==> src/design/tss_pkg.sv <==
// shared constants, field layout and types of the touch scan sequencer
package tss_pkg;
  // clock and time base
  localparam int CLK_PERIOD_NS = 10;
  // register offsets
  localparam logic [7:0] OFS_X_RESULT   = 8'h00;
  localparam logic [7:0] OFS_Y_RESULT   = 8'h01;
  localparam logic [7:0] OFS_Z1_RESULT  = 8'h02;
  localparam logic [7:0] OFS_Z2_RESULT  = 8'h03;
  localparam logic [7:0] OFS_KEYPAD     = 8'h04;
  localparam logic [7:0] OFS_DAC        = 8'h0B;
  localparam logic [7:0] OFS_CTRL       = 8'h20;
  localparam logic [7:0] OFS_STATUS     = 8'h21;
  // reset values
  localparam logic [15:0] RST_RESULT    = 16'h0000;
  localparam logic [15:0] RST_DAC       = 16'h0080;
  localparam logic [15:0] RST_CTRL      = 16'h0000;
  // control register fields: lsb positions
  localparam int CTRL_MODE_LSB   = 14;
  localparam int CTRL_FUNC_LSB   = 8;
  localparam int CTRL_AVG_LSB    = 4;
  localparam int CTRL_SETTLE_LSB = 0;
  // result slot indices, equal to the low offset bits
  localparam logic [1:0] IDX_X  = 2'h0;
  localparam logic [1:0] IDX_Y  = 2'h1;
  localparam logic [1:0] IDX_Z1 = 2'h2;
  localparam logic [1:0] IDX_Z2 = 2'h3;
  // result width and dac width
  localparam int RES_BITS = 12;
  localparam int DAC_BITS = 8;
  // fixed sequence overheads and per-conversion gap in ns
  localparam int OVH_XY_NS   = 2500;
  localparam int OVH_XYZ_NS  = 4750;
  localparam int OVH_ONE_NS  = 1250;
  localparam int GAP_NS      = 4400;
  localparam int PRE_SNS_NS  = 1000;
  localparam int SETTLE0_NS  = 500;
  localparam int SETTLE1_NS  = 5000;
  localparam int SETTLE2_NS  = 10000;
  localparam int SETTLE3_NS  = 40000;
  // least times round up to whole cycles
  localparam int OVH_XY_CYC  = (OVH_XY_NS + CLK_PERIOD_NS - 1) / CLK_PERIOD_NS;
  localparam int OVH_XYZ_CYC = (OVH_XYZ_NS + CLK_PERIOD_NS - 1) / CLK_PERIOD_NS;
  localparam int OVH_ONE_CYC = (OVH_ONE_NS + CLK_PERIOD_NS - 1) / CLK_PERIOD_NS;
  localparam int GAP_CYC     = (GAP_NS + CLK_PERIOD_NS - 1) / CLK_PERIOD_NS;
  localparam int SETTLE0_CYC = (SETTLE0_NS + PRE_SNS_NS + CLK_PERIOD_NS - 1) / CLK_PERIOD_NS;
  localparam int SETTLE1_CYC = (SETTLE1_NS + PRE_SNS_NS + CLK_PERIOD_NS - 1) / CLK_PERIOD_NS;
  localparam int SETTLE2_CYC = (SETTLE2_NS + PRE_SNS_NS + CLK_PERIOD_NS - 1) / CLK_PERIOD_NS;
  localparam int SETTLE3_CYC = (SETTLE3_NS + PRE_SNS_NS + CLK_PERIOD_NS - 1) / CLK_PERIOD_NS;
  // control modes
  typedef enum logic [1:0] {MODE_SELF, MODE_HOST_INIT, MODE_HOST_CTRL, MODE_SPARE} tss_mode_t;
  // function codes written to the control register
  localparam logic [3:0] FN_NONE   = 4'h0;
  localparam logic [3:0] FN_XY     = 4'h1;
  localparam logic [3:0] FN_XYZ    = 4'h2;
  localparam logic [3:0] FN_X      = 4'h3;
  localparam logic [3:0] FN_Y      = 4'h4;
  localparam logic [3:0] FN_Z      = 4'h5;
  localparam logic [3:0] FN_DRV_X  = 4'h6;
  localparam logic [3:0] FN_DRV_Y  = 4'h7;
  localparam logic [3:0] FN_DRV_Z  = 4'h8;
  localparam logic [3:0] FN_CONV_X = 4'h9;
  localparam logic [3:0] FN_CONV_Y = 4'hA;
  localparam logic [3:0] FN_CONV_Z = 4'hB;
  localparam logic [3:0] FN_STOP   = 4'hC;
  // sequencer states
  typedef enum logic [2:0] {ST_IDLE, ST_OVH, ST_SETTLE, ST_CONV, ST_WAIT, ST_GAP,
                            ST_STORE} tss_state_t;
endpackage

==> src/design/tss_avg_acc.sv <==
// accumulator that averages a power-of-two number of converter samples
`timescale 1ns/1ps
module tss_avg_acc #(
  parameter int W = 12
) (
  input  wire logic         core_clk,
  input  wire logic         sys_rst,
  input  wire logic         clear,
  input  wire logic         sample_valid,
  input  wire logic [W-1:0] sample,
  input  wire logic [2:0]   shift,
  output logic      [W-1:0] mean
);
  logic [W+4:0] sum;
  logic [W+4:0] next_sum;
  logic [W+4:0] shifted;

  // next sum: clear wins, else add the new sample
  always_comb begin
    next_sum = sum;
    if (clear) begin
      next_sum = '0;
    end else if (sample_valid) begin
      next_sum = sum + {5'h00, sample};
    end
  end

  always_ff @(posedge core_clk) begin
    if (sys_rst) begin
      sum <= '0;
    end else begin
      sum <= next_sum;
    end
  end

  // divide by the sample count
  assign shifted = sum >> shift;
  assign mean    = shifted[W-1:0];
endmodule

==> src/design/tss_result_mem.sv <==
// small result store with one write port and a registered read port
`timescale 1ns/1ps
module tss_result_mem #(
  parameter int W     = 16,
  parameter int DEPTH = 4,
  parameter int AW    = 2
) (
  input  wire logic          core_clk,
  input  wire logic          sys_rst,
  input  wire logic          wr_en,
  input  wire logic [AW-1:0] wr_idx,
  input  wire logic [W-1:0]  wr_data,
  input  wire logic [AW-1:0] rd_idx,
  output logic      [W-1:0]  rd_data
);
  import tss_pkg::*;
  logic [W-1:0] mem [DEPTH];
  logic [W-1:0] next_mem [DEPTH];
  logic [W-1:0] next_rd_data;

  // next contents and read word
  always_comb begin
    next_mem = mem;
    if (wr_en) begin
      next_mem[wr_idx] = wr_data;
    end
    next_rd_data = mem[rd_idx];
  end

  // all slots clear to zero on reset
  always_ff @(posedge core_clk) begin
    if (sys_rst) begin
      for (int i = 0; i < DEPTH; i++) begin
        mem[i] <= RST_RESULT;
      end
      rd_data <= RST_RESULT;
    end else begin
      mem     <= next_mem;
      rd_data <= next_rd_data;
    end
  end
endmodule

==> src/design/tss_top.sv <==
// touch scan sequencer: panel drive, timed conversions, averaging, result registers
`timescale 1ns/1ps
module tss_top #(
  parameter int RES_W = tss_pkg::RES_BITS
) (
  input  wire logic             core_clk,
  input  wire logic             sys_rst,
  input  wire logic             pen_down,
  input  wire logic             reg_wr,
  input  wire logic             reg_rd,
  input  wire logic [7:0]       reg_addr,
  input  wire logic [15:0]      reg_wdata,
  output logic      [15:0]      reg_rdata,
  input  wire logic             key_scan_valid,
  input  wire logic [15:0]      key_scan_bits,
  input  wire logic             adc_done,
  input  wire logic [RES_W-1:0] adc_data,
  output logic                  adc_start,
  output logic                  adc_power,
  output logic                  conv_clk_en,
  output logic                  x_drive_en,
  output logic                  y_drive_en,
  output logic                  z_drive_en,
  output logic                  pen_touch_irq_n,
  output logic                  result_ready_n,
  output logic      [7:0]       dac_code
);
  import tss_pkg::*;

  tss_state_t   state, next_state;
  logic [15:0]  cnt, next_cnt;
  logic [1:0]   coord, next_coord;
  logic [4:0]   nconv, next_nconv;
  logic         plan_x, next_plan_x;
  logic         plan_z, next_plan_z;
  logic         single, next_single;
  logic         cont, next_cont;
  logic         armed, next_armed;
  logic [2:0]   drv, next_drv;
  logic [15:0]  ctrl, next_ctrl;
  logic [15:0]  keypad, next_keypad;
  logic [7:0]   dac, next_dac;
  logic [4:0]   pend, next_pend;
  logic [15:0]  other_q, next_other_q;
  logic         rd_mem_q, next_rd_mem_q;
  logic         next_irq_n, next_clk_en, next_adc_power;
  logic         ctrl_wr, store_en;
  tss_mode_t    mode;
  logic [3:0]   func;
  logic [2:0]   avg_shift;
  logic [4:0]   avg_n;
  logic [15:0]  settle_cyc;
  logic [RES_W-1:0] mean;
  logic [15:0]  mem_rdata;
  logic         acc_clear;

  // control register fields
  assign mode    = tss_mode_t'(ctrl[CTRL_MODE_LSB +: 2]);
  assign func    = reg_wdata[CTRL_FUNC_LSB +: 4];
  assign ctrl_wr = reg_wr && (reg_addr == OFS_CTRL);

  // averaging count and programmed settle time
  always_comb begin
    unique case (ctrl[CTRL_AVG_LSB +: 2])
      2'h0: avg_shift = 3'h0;
      2'h1: avg_shift = 3'h2;
      2'h2: avg_shift = 3'h3;
      2'h3: avg_shift = 3'h4;
    endcase
    avg_n = 5'(1 << avg_shift);
    unique case (ctrl[CTRL_SETTLE_LSB +: 2])
      2'h0: settle_cyc = 16'(SETTLE0_CYC);
      2'h1: settle_cyc = 16'(SETTLE1_CYC);
      2'h2: settle_cyc = 16'(SETTLE2_CYC);
      2'h3: settle_cyc = 16'(SETTLE3_CYC);
    endcase
  end

  // sequencer next state
  always_comb begin
    next_state  = state;
    next_cnt    = cnt;
    next_coord  = coord;
    next_nconv  = nconv;
    next_plan_x = plan_x;
    next_plan_z = plan_z;
    next_single = single;
    next_cont   = cont;
    next_armed  = armed;
    next_drv    = drv;
    adc_start   = 1'b0;
    store_en    = 1'b0;
    unique case (state)
      ST_IDLE: begin
        next_nconv = 5'h00;
        if (ctrl_wr) begin
          next_armed = 1'b1;
          if (tss_mode_t'(reg_wdata[CTRL_MODE_LSB +: 2]) == MODE_HOST_CTRL) begin
            // every drive and conversion needs its own command, except that one Z conversion command takes both Z1 and Z2
            unique case (func)
              FN_DRV_X:  next_drv = 3'b001;
              FN_DRV_Y:  next_drv = 3'b010;
              FN_DRV_Z:  next_drv = 3'b100;
              FN_CONV_X: begin
                next_coord = IDX_X;
                next_state = ST_CONV;
              end
              FN_CONV_Y: begin
                next_coord = IDX_Y;
                next_state = ST_CONV;
              end
              FN_CONV_Z: begin
                next_coord = IDX_Z1;
                next_state = ST_CONV;
              end
              FN_STOP:   next_drv = 3'b000;
              default:   next_drv = drv;
            endcase
          end else begin
            next_drv    = 3'b000;
            next_single = (func == FN_X) || (func == FN_Y) || (func == FN_Z);
            next_cont   = (func == FN_XY) || (func == FN_XYZ);
            next_plan_x = (func == FN_XY) || (func == FN_XYZ);
            next_plan_z = (func == FN_XYZ);
            next_coord  = (func == FN_X) ? IDX_X : (func == FN_Z) ? IDX_Z1 : IDX_Y;
            if (func == FN_XY) begin
              next_cnt = 16'(OVH_XY_CYC);
            end else if (func == FN_XYZ) begin
              next_cnt = 16'(OVH_XYZ_CYC);
            end else begin
              next_cnt = 16'(OVH_ONE_CYC);
            end
            if (tss_mode_t'(reg_wdata[CTRL_MODE_LSB +: 2]) == MODE_HOST_INIT &&
                func != FN_NONE && func != FN_STOP && pen_down) begin
              next_state = ST_OVH;
            end
          end
        end else if (pen_down && armed && mode == MODE_SELF) begin
          // touch alone starts a full coordinate scan
          next_single = 1'b0;
          next_plan_x = 1'b1;
          next_plan_z = ctrl[CTRL_FUNC_LSB +: 4] == FN_XYZ;
          next_coord  = IDX_Y;
          next_cnt    = (ctrl[CTRL_FUNC_LSB +: 4] == FN_XYZ) ? 16'(OVH_XYZ_CYC) :
                        16'(OVH_XY_CYC);
          next_state  = ST_OVH;
        end else if (pen_down && cont && mode == MODE_HOST_INIT) begin
          next_coord = IDX_Y;
          next_cnt   = plan_z ? 16'(OVH_XYZ_CYC) : 16'(OVH_XY_CYC);
          next_state = ST_OVH;
        end
      end
      ST_OVH: begin
        if (cnt <= 16'h0001) begin
          next_cnt   = settle_cyc;
          next_state = ST_SETTLE;
        end else begin
          next_cnt = cnt - 16'h0001;
        end
        next_drv = (coord == IDX_X) ? 3'b001 : (coord == IDX_Y) ? 3'b010 : 3'b100;
      end
      ST_SETTLE: begin
        // drivers on, wait programmed settle plus precharge and sense
        next_drv = (coord == IDX_X) ? 3'b001 : (coord == IDX_Y) ? 3'b010 : 3'b100;
        if (cnt <= 16'h0001) begin
          next_state = ST_CONV;
        end else begin
          next_cnt = cnt - 16'h0001;
        end
      end
      ST_CONV: begin
        adc_start  = 1'b1;
        next_state = ST_WAIT;
      end
      ST_WAIT: begin
        if (adc_done) begin
          next_nconv = nconv + 5'h01;
          next_cnt   = 16'(GAP_CYC);
          next_state = ST_GAP;
        end
      end
      ST_GAP: begin
        if (cnt <= 16'h0001) begin
          next_state = (nconv == avg_n) ? ST_STORE : ST_CONV;
        end else begin
          next_cnt = cnt - 16'h0001;
        end
      end
      ST_STORE: begin
        store_en   = 1'b1;
        next_nconv = 5'h00;
        next_state = ST_IDLE;
        if (coord == IDX_Z1) begin
          // second pressure value uses the same drive
          next_coord = IDX_Z2;
          next_state = ST_CONV;
        end else if (mode == MODE_HOST_CTRL || single) begin
          next_state = ST_IDLE;
        end else if (coord == IDX_Y && plan_x) begin
          if (pen_down) begin
            next_coord = IDX_X;
            next_cnt   = settle_cyc;
            next_state = ST_SETTLE;
          end else begin
            next_drv = 3'b000;
          end
        end else if (coord == IDX_X && plan_z) begin
          if (pen_down) begin
            next_coord = IDX_Z1;
            next_cnt   = settle_cyc;
            next_state = ST_SETTLE;
          end else begin
            next_drv = 3'b000;
          end
        end else begin
          next_drv = 3'b000;
        end
      end
      default: next_state = ST_IDLE;
    endcase
    if (ctrl_wr && func == FN_STOP) begin
      next_cont = 1'b0;
    end
  end

  // host-controlled and single-conversion drivers stay on; scans release them when idle
  assign acc_clear      = (state == ST_IDLE) || (state == ST_SETTLE) || (state == ST_STORE);
  assign next_clk_en    = (next_state != ST_IDLE);
  assign next_adc_power = (next_state == ST_CONV) || (next_state == ST_WAIT) ||
                          (next_state == ST_GAP);
  assign next_irq_n     = ~pen_down;

  // register file writes, data-ready bookkeeping, registered read word
  always_comb begin
    next_ctrl     = ctrl;
    next_dac      = dac;
    next_keypad   = keypad;
    next_pend     = pend;
    next_other_q  = other_q;
    next_rd_mem_q = rd_mem_q;
    if (ctrl_wr) begin
      next_ctrl = reg_wdata;
    end
    if (reg_wr && reg_addr == OFS_DAC) begin
      next_dac = reg_wdata[DAC_BITS-1:0];
    end
    // a read clears its pending bit; a new result in the same cycle wins
    if (reg_rd && reg_addr[7:2] == 6'h00) begin
      next_pend[reg_addr[1:0]] = 1'b0;
    end
    if (reg_rd && reg_addr == OFS_KEYPAD) begin
      next_pend[4] = 1'b0;
    end
    if (store_en) begin
      next_pend[coord] = 1'b1;
    end
    if (key_scan_valid) begin
      next_keypad  = key_scan_bits;
      next_pend[4] = 1'b1;
    end
    if (reg_rd) begin
      next_rd_mem_q = (reg_addr[7:2] == 6'h00);
      unique case (reg_addr)
        OFS_KEYPAD: next_other_q = keypad;
        OFS_DAC:    next_other_q = {8'h00, dac};
        OFS_CTRL:   next_other_q = ctrl;
        OFS_STATUS: next_other_q = {result_ready_n, ~pen_touch_irq_n, conv_clk_en, 5'h00,
                                    3'h0, pend};
        default:    next_other_q = 16'h0000;
      endcase
    end
  end

  // result ready goes low while any unread result or key scan exists
  assign reg_rdata = rd_mem_q ? mem_rdata : other_q;
  assign dac_code  = dac;
  assign x_drive_en = drv[0];
  assign y_drive_en = drv[1];
  assign z_drive_en = drv[2];

  // state registers
  always_ff @(posedge core_clk) begin
    if (sys_rst) begin
      state           <= ST_IDLE;
      cnt             <= 16'h0000;
      coord           <= IDX_Y;
      nconv           <= 5'h00;
      plan_x          <= 1'b0;
      plan_z          <= 1'b0;
      single          <= 1'b0;
      cont            <= 1'b0;
      armed           <= 1'b0;
      drv             <= 3'b000;
      ctrl            <= RST_CTRL;
      keypad          <= RST_RESULT;
      dac             <= RST_DAC[DAC_BITS-1:0];
      pend            <= 5'h00;
      other_q         <= 16'h0000;
      rd_mem_q        <= 1'b0;
      pen_touch_irq_n <= 1'b1;
      conv_clk_en     <= 1'b0;
      adc_power       <= 1'b0;
      result_ready_n  <= 1'b1;
    end else begin
      state           <= next_state;
      cnt             <= next_cnt;
      coord           <= next_coord;
      nconv           <= next_nconv;
      plan_x          <= next_plan_x;
      plan_z          <= next_plan_z;
      single          <= next_single;
      cont            <= next_cont;
      armed           <= next_armed;
      drv             <= next_drv;
      ctrl            <= next_ctrl;
      keypad          <= next_keypad;
      dac             <= next_dac;
      pend            <= next_pend;
      other_q         <= next_other_q;
      rd_mem_q        <= next_rd_mem_q;
      pen_touch_irq_n <= next_irq_n;
      conv_clk_en     <= next_clk_en;
      adc_power       <= next_adc_power;
      result_ready_n  <= ~|next_pend;
    end
  end

  // averaging of converter samples
  tss_avg_acc #(.W(RES_W)) u_avg (
    .core_clk     (core_clk),
    .sys_rst      (sys_rst),
    .clear        (acc_clear),
    .sample_valid (state == ST_WAIT && adc_done),
    .sample       (adc_data),
    .shift        (avg_shift),
    .mean         (mean)
  );

  // result slots, right-justified with zero upper bits
  tss_result_mem #(.W(16), .DEPTH(4), .AW(2)) u_mem (
    .core_clk (core_clk),
    .sys_rst  (sys_rst),
    .wr_en    (store_en),
    .wr_idx   (coord),
    .wr_data  ({(16 - RES_W)'(0), mean}),
    .rd_idx   (reg_addr[1:0]),
    .rd_data  (mem_rdata)
  );
endmodule

==> config.mk <==
export PLATFORM = sky130hd
export DESIGN_NAME = tss_top
export DESIGN_NICKNAME = d
export VERILOG_FILES = /design/src/design/tss_pkg.sv /design/src/design/tss_avg_acc.sv /design/src/design/tss_result_mem.sv /design/src/design/tss_top.sv
export SDC_FILE = /design/constraint.sdc
export NUM_CORES = 1
export LEC_CHECK = 0
export ABC_CLOCK_PERIOD_IN_PS = 2600
export BUFFER_PORTS_ARGS = -buffer_cell sky130_fd_sc_hd__buf_4
export CELL_PAD_IN_SITES_DETAIL_PLACEMENT = 1
export CELL_PAD_IN_SITES_GLOBAL_PLACEMENT = 1
export CORE_AREA = 2 2 235 168
export DETAILED_ROUTE_END_ITERATION = 6
export DIE_AREA = 0 0 237 170
export PLACE_DENSITY_LB_ADDON = 0.1
export SETUP_SLACK_MARGIN = 0.4
export SLEW_MARGIN = 20
export SYNTH_ARGS = -nofsm -noshare
export SYNTH_HDL_FRONTEND = slang
export SYNTH_SLANG_ARGS = --single-unit
export TNS_END_PERCENT = 10
==> constraint.sdc <==
create_clock -name core_clk -period 2.6 [get_ports core_clk]
set_input_delay 0.13 -clock core_clk [delete_from_list [all_inputs] [get_ports core_clk]]
set_output_delay 0.13 -clock core_clk [all_outputs]
set_load 0.01 [all_outputs]
Word-level counts from Yosys, hierarchy flattened
Index checks and enable logic that the tools add are counted.
Word-level totals
  word-level logic and storage cells: 246
  ROM bits: 0
  bits in latches: 0
  flip-flop bits (word level): 197
  bits in writable memories: 0
  memories kept: 0
Operators by class
  equal/unequal tests: 55
  magnitude comparators: 8
  add/subtract/negate cells: 3
  reductions and logical operators: 54
  bitwise logic cells: 8
  shifts and indexed selects: 2
  multiplexer cells: 90
  multiply operators: 0
  div/mod/pow operators: 0
Operator list (number)
  16-bit two-way mux: 16
  16-bit one-hot mux with 4 select lines: 2
  16-bit one-hot mux with 5 select lines: 1
  3-bit two-way mux: 24
  64-bit bitwise mux: 1
  9-bit two-way mux: 4
  16-bit binary-select mux with 2-bit select: 1
  16-bit demux with 2-bit select: 1
  2-bit two-way mux: 13
  3-bit one-hot mux with 4 select lines: 2
  3-bit one-hot mux with 7 select lines: 1
  4-bit == test, second input constant: 5
  4-bit inequality test, second input constant: 5
  1-bit logical AND: 18
  17-bit by 12-bit adder with 17-bit output: 1
  17-bit by 3-bit >> shifter with 12-bit output: 1
  4-bit by 3-bit == test with 1-bit output, second input constant: 4
  8-bit by 6-bit == test with 1-bit output, second input constant: 2
  16-bit by 1-bit less-or-equal comparator with 1-bit output, second input constant: 1
  16-bit by 1-bit subtractor with 16-bit output, second input constant: 1
  3-bit == test, second input constant: 5
  1-bit two-way mux: 15
  5-bit two-way mux: 3
  2-bit == test, second input constant: 7
  other kinds (44): 86

Logic depth before layout (Yosys ltp)
  depth in word-level cells: 13
  gate-level depth with buffers: 9
  depth with buffers taken out: 9

Hierarchy
From an unflattened synthesis, not the netlist that was laid out.
Unflattened totals
  cells, all modules: 1210
  area, all modules: 10669.0 um^2
Modules (own cells, without submodules)
  tss_top: area an instance 5567.8 um^2, instances 1, cells each 690
  tss_result_mem: area an instance 3453.3 um^2, instances 1, cells each 302
  tss_avg_acc: area an instance 1647.8 um^2, instances 1, cells each 218

Worst setup path after synthesis
OpenSTA, ideal clock, no wires.
  path kind: reg2reg
  start point: register cnt[4]
  end point: register cnt[11]
  clock period less this slack: 2.442 ns
  arrival: 2.325 ns
  slack: 0.158 ns
  cell stages (with the launch flop): 8
  cell sequence: dfxtp_1 -> or4_1 -> buf_2 -> or4b_4 -> o31ai_4 -> nand2_1 -> and2_1 -> a32o_1
On the way
  longest elaborated chain between the ends: 3
  elaborated cells between the ends (all ways): 7
  those cells by class: 1 x add/sub; 1 x order compare; 1 x eq/ne; 3 x mux; 1 x reduce/logical
RTL lines
  from (decl): line tss_top.sv:31  | logic [15:0] cnt, next_cnt;
  from (signal assigned): line tss_top.sv:306  | cnt <= next_cnt;
  16-bit by 1-bit subtractor with 16-bit output / 16-bit by 1-bit less-or-equal comparator with 1-bit output (equally long branches)
  16-bit two-way mux (tied with other cells): line tss_top.sv:165, tss_top.sv:183
  16-bit one-hot mux with 5 select lines / 8-bit AND reduction (equally long branches)
Several ways; a longest one is shown, not always the timed one. The select of a mux whose other input is x is not followed.
A chain may end at the register's enable or synchronous reset.

Worst setup path after layout
  start point: register cnt[5]
  end point: register cnt[4]
On the way
  longest elaborated chain between the ends: 3
  elaborated cells between the ends (all ways): 5
  those cells by class: 1 x order compare; 1 x eq/ne; 2 x mux; 1 x reduce/logical
RTL lines (line)
  16-bit by 1-bit less-or-equal comparator with 1-bit output (*): tss_top.sv:154, tss_top.sv:165, tss_top.sv:183
  2-bit inequality test (no source line) / 16-bit two-way mux (equally long branches)
  8-bit AND reduction (no source line) / 16-bit one-hot mux with 5 select lines (equally long branches)
Every way passes the cells marked *; elsewhere a longest branch is shown, timed or not.

==> flow_summary.yaml <==
timing:
  tightest_slew_ns: 0.951
  layout_min_cycle_time_ns: 2.41
  min_period_over_period_pct: 92.7
  setup-tns-final_ns: 0
  rsz0062_at_grt: "true"
  fmax_ghz: 0.415
  finalClockSkew_ns: 0.0160
  whs_ns: 0.0789
  hold_violations: 0
  finalSetupViolCount: 0
  fin_ws_ns: 0.190
  maxSlewHeadroom_pct: 36.6
  slew_viol_final: 0
power:
  power_density_nw_per_um2: 484
  p_leak_uw: 0.00428
  ir_drop_mv: 0.498
synth:
  synth_compound_area_share_pct: 19.2
  synth_xor_area_share_pct: 2.33
  synth_top_family_by_area: "simple AND/OR/NAND/NOR gates"
  syn_avg_cell_area_sq_um: 8.58
  yosysUniqueCellTypes: 68
  syn_nets: 1182
  synth_top_area_cell: "dfxtp_1"
  synth_most_common_cell: "dfxtp_1"
  synthAdderAreaFrac_pct: 3.67
  ys_ff_latch: 177
  synth_edf_count: 0
  synth_top_area_share_pct: 37.7
  ys_seq_area_share_pct: 37.7
  syn_inst: 1096
  yosys.area_share.simple_pct: 21.0
  ys.flop_type: "dfxtp_1"
  synth.area.mux_share_pct: 12.4
  synthArstFlopShare_pct: 0
  synth_warnings: 0
  synth_area_leaders: "dfxtp_1 38%, mux2i_1 6.2%, nor2_1 6.1%"
  synth_common_cells: "177 x dfxtp_1, 154 x nor2_1, 97 x nand2_1, 73 x a21oi_1, 72 x a211oi_1"
  netlist_area_sq_um: 9400
min_path:
  min-delay-start: "reg_rd"
  hold_path_class: "in -> reg"
floorplanning:
  rows: 60
  fp.dieH_microns: 170
  dieArea_sq_um: 40300
  coreArea_sq_um: 37900
  die_w_microns: 237
  initial_core_util_pct: 24.8
  io_pins: 91
worst_setup_path:
  critPathSlowestCell: "or4b_4"
  worstSetupEndpoint: "cnt[4]$_SDFFE_PP0P_"
  cp_max_fo: 5
  critical_path.startpoint: "cnt[5]$_SDFFE_PP0P_"
  path_cells: "or4_4 -> or4b_4 -> o21ai_0 -> buf_4 -> a2bb2oi_1 -> o211ai_1 -> o22ai_1"
  reg2regPathDepth: 7
  r2r-end: "cnt[4]$_SDFFE_PP0P_"
  r2r_setup_slack_ns: 0.19
  cp.required_ns: 2.98
  r2r_start: "cnt[5]$_SDFFE_PP0P_"
  worstSetupPathType: "reg -> reg"
  max_stage_delay_ns: 0.60
  arrival_ns: 2.79
  start_kind: "flop"
  crit_path_end_kind: "flop"
clocking:
  clk_latency_ns: 0.45
  htreeDepth: 4
  cts_tree: "built"
  cts_sinks: 177
  cts_buffers: 17
  root_buffer: "clkbuf_16"
  clkTransAtPathRegs_ns: 0.08
  cts_buffer_depth: 2
finish:
  nFillCells: 4385
  area_delta_synth_final_pct: 26.5
  register_area_sq_um: 3550
  multi_input_area_sq_um: 5660
  antenna_cells: 0
  fin_util_pct: 31.4
  drive_gt1_share_pct: 21.2
  fin_nets: 1304
  finalNonFillerCells: 1725
routing:
  wl_per_cell_microns: 20.0
  antenna_left: 0
  drc: 0
  viasPerCell: 5.03
  vias: 8682
  drt_iter0_markers: 532
  dr.pass1.iters: 6
  drt-total-wl_mm: 34.5
global_route:
  grt_pass1_wl_mm: 53.7
  track_usage_pct: 17.5
  first_global_vias: 8790
  overflow: 0
  grt_max_degree: 57
  antenna_found_initial: 0
outcome:
  status: "finished, final reports clean"
place:
  place_ws_ns: 0.153
  gp_congestion: 0.799
  portBuffers: 90
  dp.final_hpwl_mm: 25.1
  placed_cells: 1659
job:
  cap_violations: 0
## cell families after synthesis
family,Yosys count
AOI/OAI and AO/OA,269
xor gates and xnor gates,25
adders and majority gates,27
buffers and inverters,94
DFF,177
muxes,91
and+or+nand+nor,413
## power breakdown
| part | switching [uW] | total [uW] | internal (uW) | leakage [uW] |
|---|---|---|---|---|
| Sequential | 19.6 | 2760 | 2740 | 0.00143 |
| Combinational | 251 | 471 | 220 | 0.00259 |
| Clock | 1260 | 2530 | 1270 | 0.000257 |
## sequential cells by signal, indices dropped and copies added, names as in the netlist, 2 cells and up
| name | flops |
|---|---|
| u_mem.mem | 48 |
| u_avg.sum | 17 |
| cnt | 16 |
| ctrl | 16 |
| keypad | 16 |
| other_q | 16 |
| u_mem.rd_data | 12 |
| dac_code | 8 |
| nconv | 5 |
| pend | 5 |
| drv | 3 |
| state | 3 |
| coord | 2 |
## worst min path at each step
stage	endpoint	slack, ns	cells past startpoint
global placement	pen_touch_irq_n$_SDFF_PP1_	0.36	2
floorplan	pen_touch_irq_n$_SDFF_PP1_	0.19	1
CTS	rd_mem_q$_SDFFE_PP0P_	0.06	4
global route	cnt[12]$_SDFFE_PP0P_	0.10	2
finish	rd_mem_q$_SDFFE_PP0P_	0.08	4
detailed placement	pen_touch_irq_n$_SDFF_PP1_	0.36	2
## final cells by class
| cell class | count | area share (%) |
|---|---|---|
| inverter | 17 | 0.536 |
| timing repair buffer | 180 | 12.3 |
| sequential | 177 | 29.8 |
| tap | 496 | 5.22 |
| clock inverter | 11 | 0.820 |
| multi-input combinational | 825 | 47.5 |
| clock buffer | 19 | 3.72 |
## metrics by stage
| stage | power (uW) | cell area [sq um] |
|---|---|---|
| floorplan | 3050 | 9420 |
| global placement | 3250 | 10900 |
| detailed placement | 3250 | 10900 |
| CTS | 5840 | 11800 |
| global route | 6010 | 11900 |
| finish | 5760 | 11900 |
## critical path, delay by kind of cell (launching register included)
family	cells	cell delay, ns
AO/OA/AOI/OAI	4	0.69
buffers and inverters	1	0.17
flip-flops	1	0.33
AND/OR/NAND/NOR	2	1.15
## routing by layer
| layer | wire (microns) | track usage (%) |
|---|---|---|
| met3 | 900 | 3.26 |
| met1 | 18800 | 26.0 |
| met2 | 14500 | 26.1 |
| met5 | 0 | 0 |
| met4 | 278 | 3.55 |
## layout by cell type, fill, tap and decap left out, drive strengths merged, types with 12 or more instances in the layout
| cell type | Yosys | layout |
|---|---|---|
| dfxtp | 177 | 177 |
| nor2 | 154 | 154 |
| buf | 6 | 146 |
| nand2 | 97 | 97 |
| a21oi | 73 | 73 |
| a211oi | 72 | 72 |
| mux2i | 58 | 58 |
| o21ai | 40 | 40 |
| dlygate4sd3 | 0 | 34 |
| nand3 | 30 | 30 |
| ha | 26 | 26 |
| nor3 | 25 | 25 |
| inv | 17 | 23 |
| mux4 | 19 | 19 |
| clkbuf | 71 | 19 |
| and2 | 17 | 17 |
| nor2b | 15 | 15 |
| xnor2 | 15 | 15 |
| mux2 | 14 | 14 |
| nor4 | 12 | 12 |
## what timing repair did
action / in CTS / in global routing
pin swaps: 10 / 2
endpoints found under the hold margin: 39 / 0
setup endpoints to repair: 71 / 79
hold buffers: 34 / 0
setup buffers: 2 / 0
gates resized for setup: 23 / 14
Note: power is estimated with default switching activity, not from simulation.
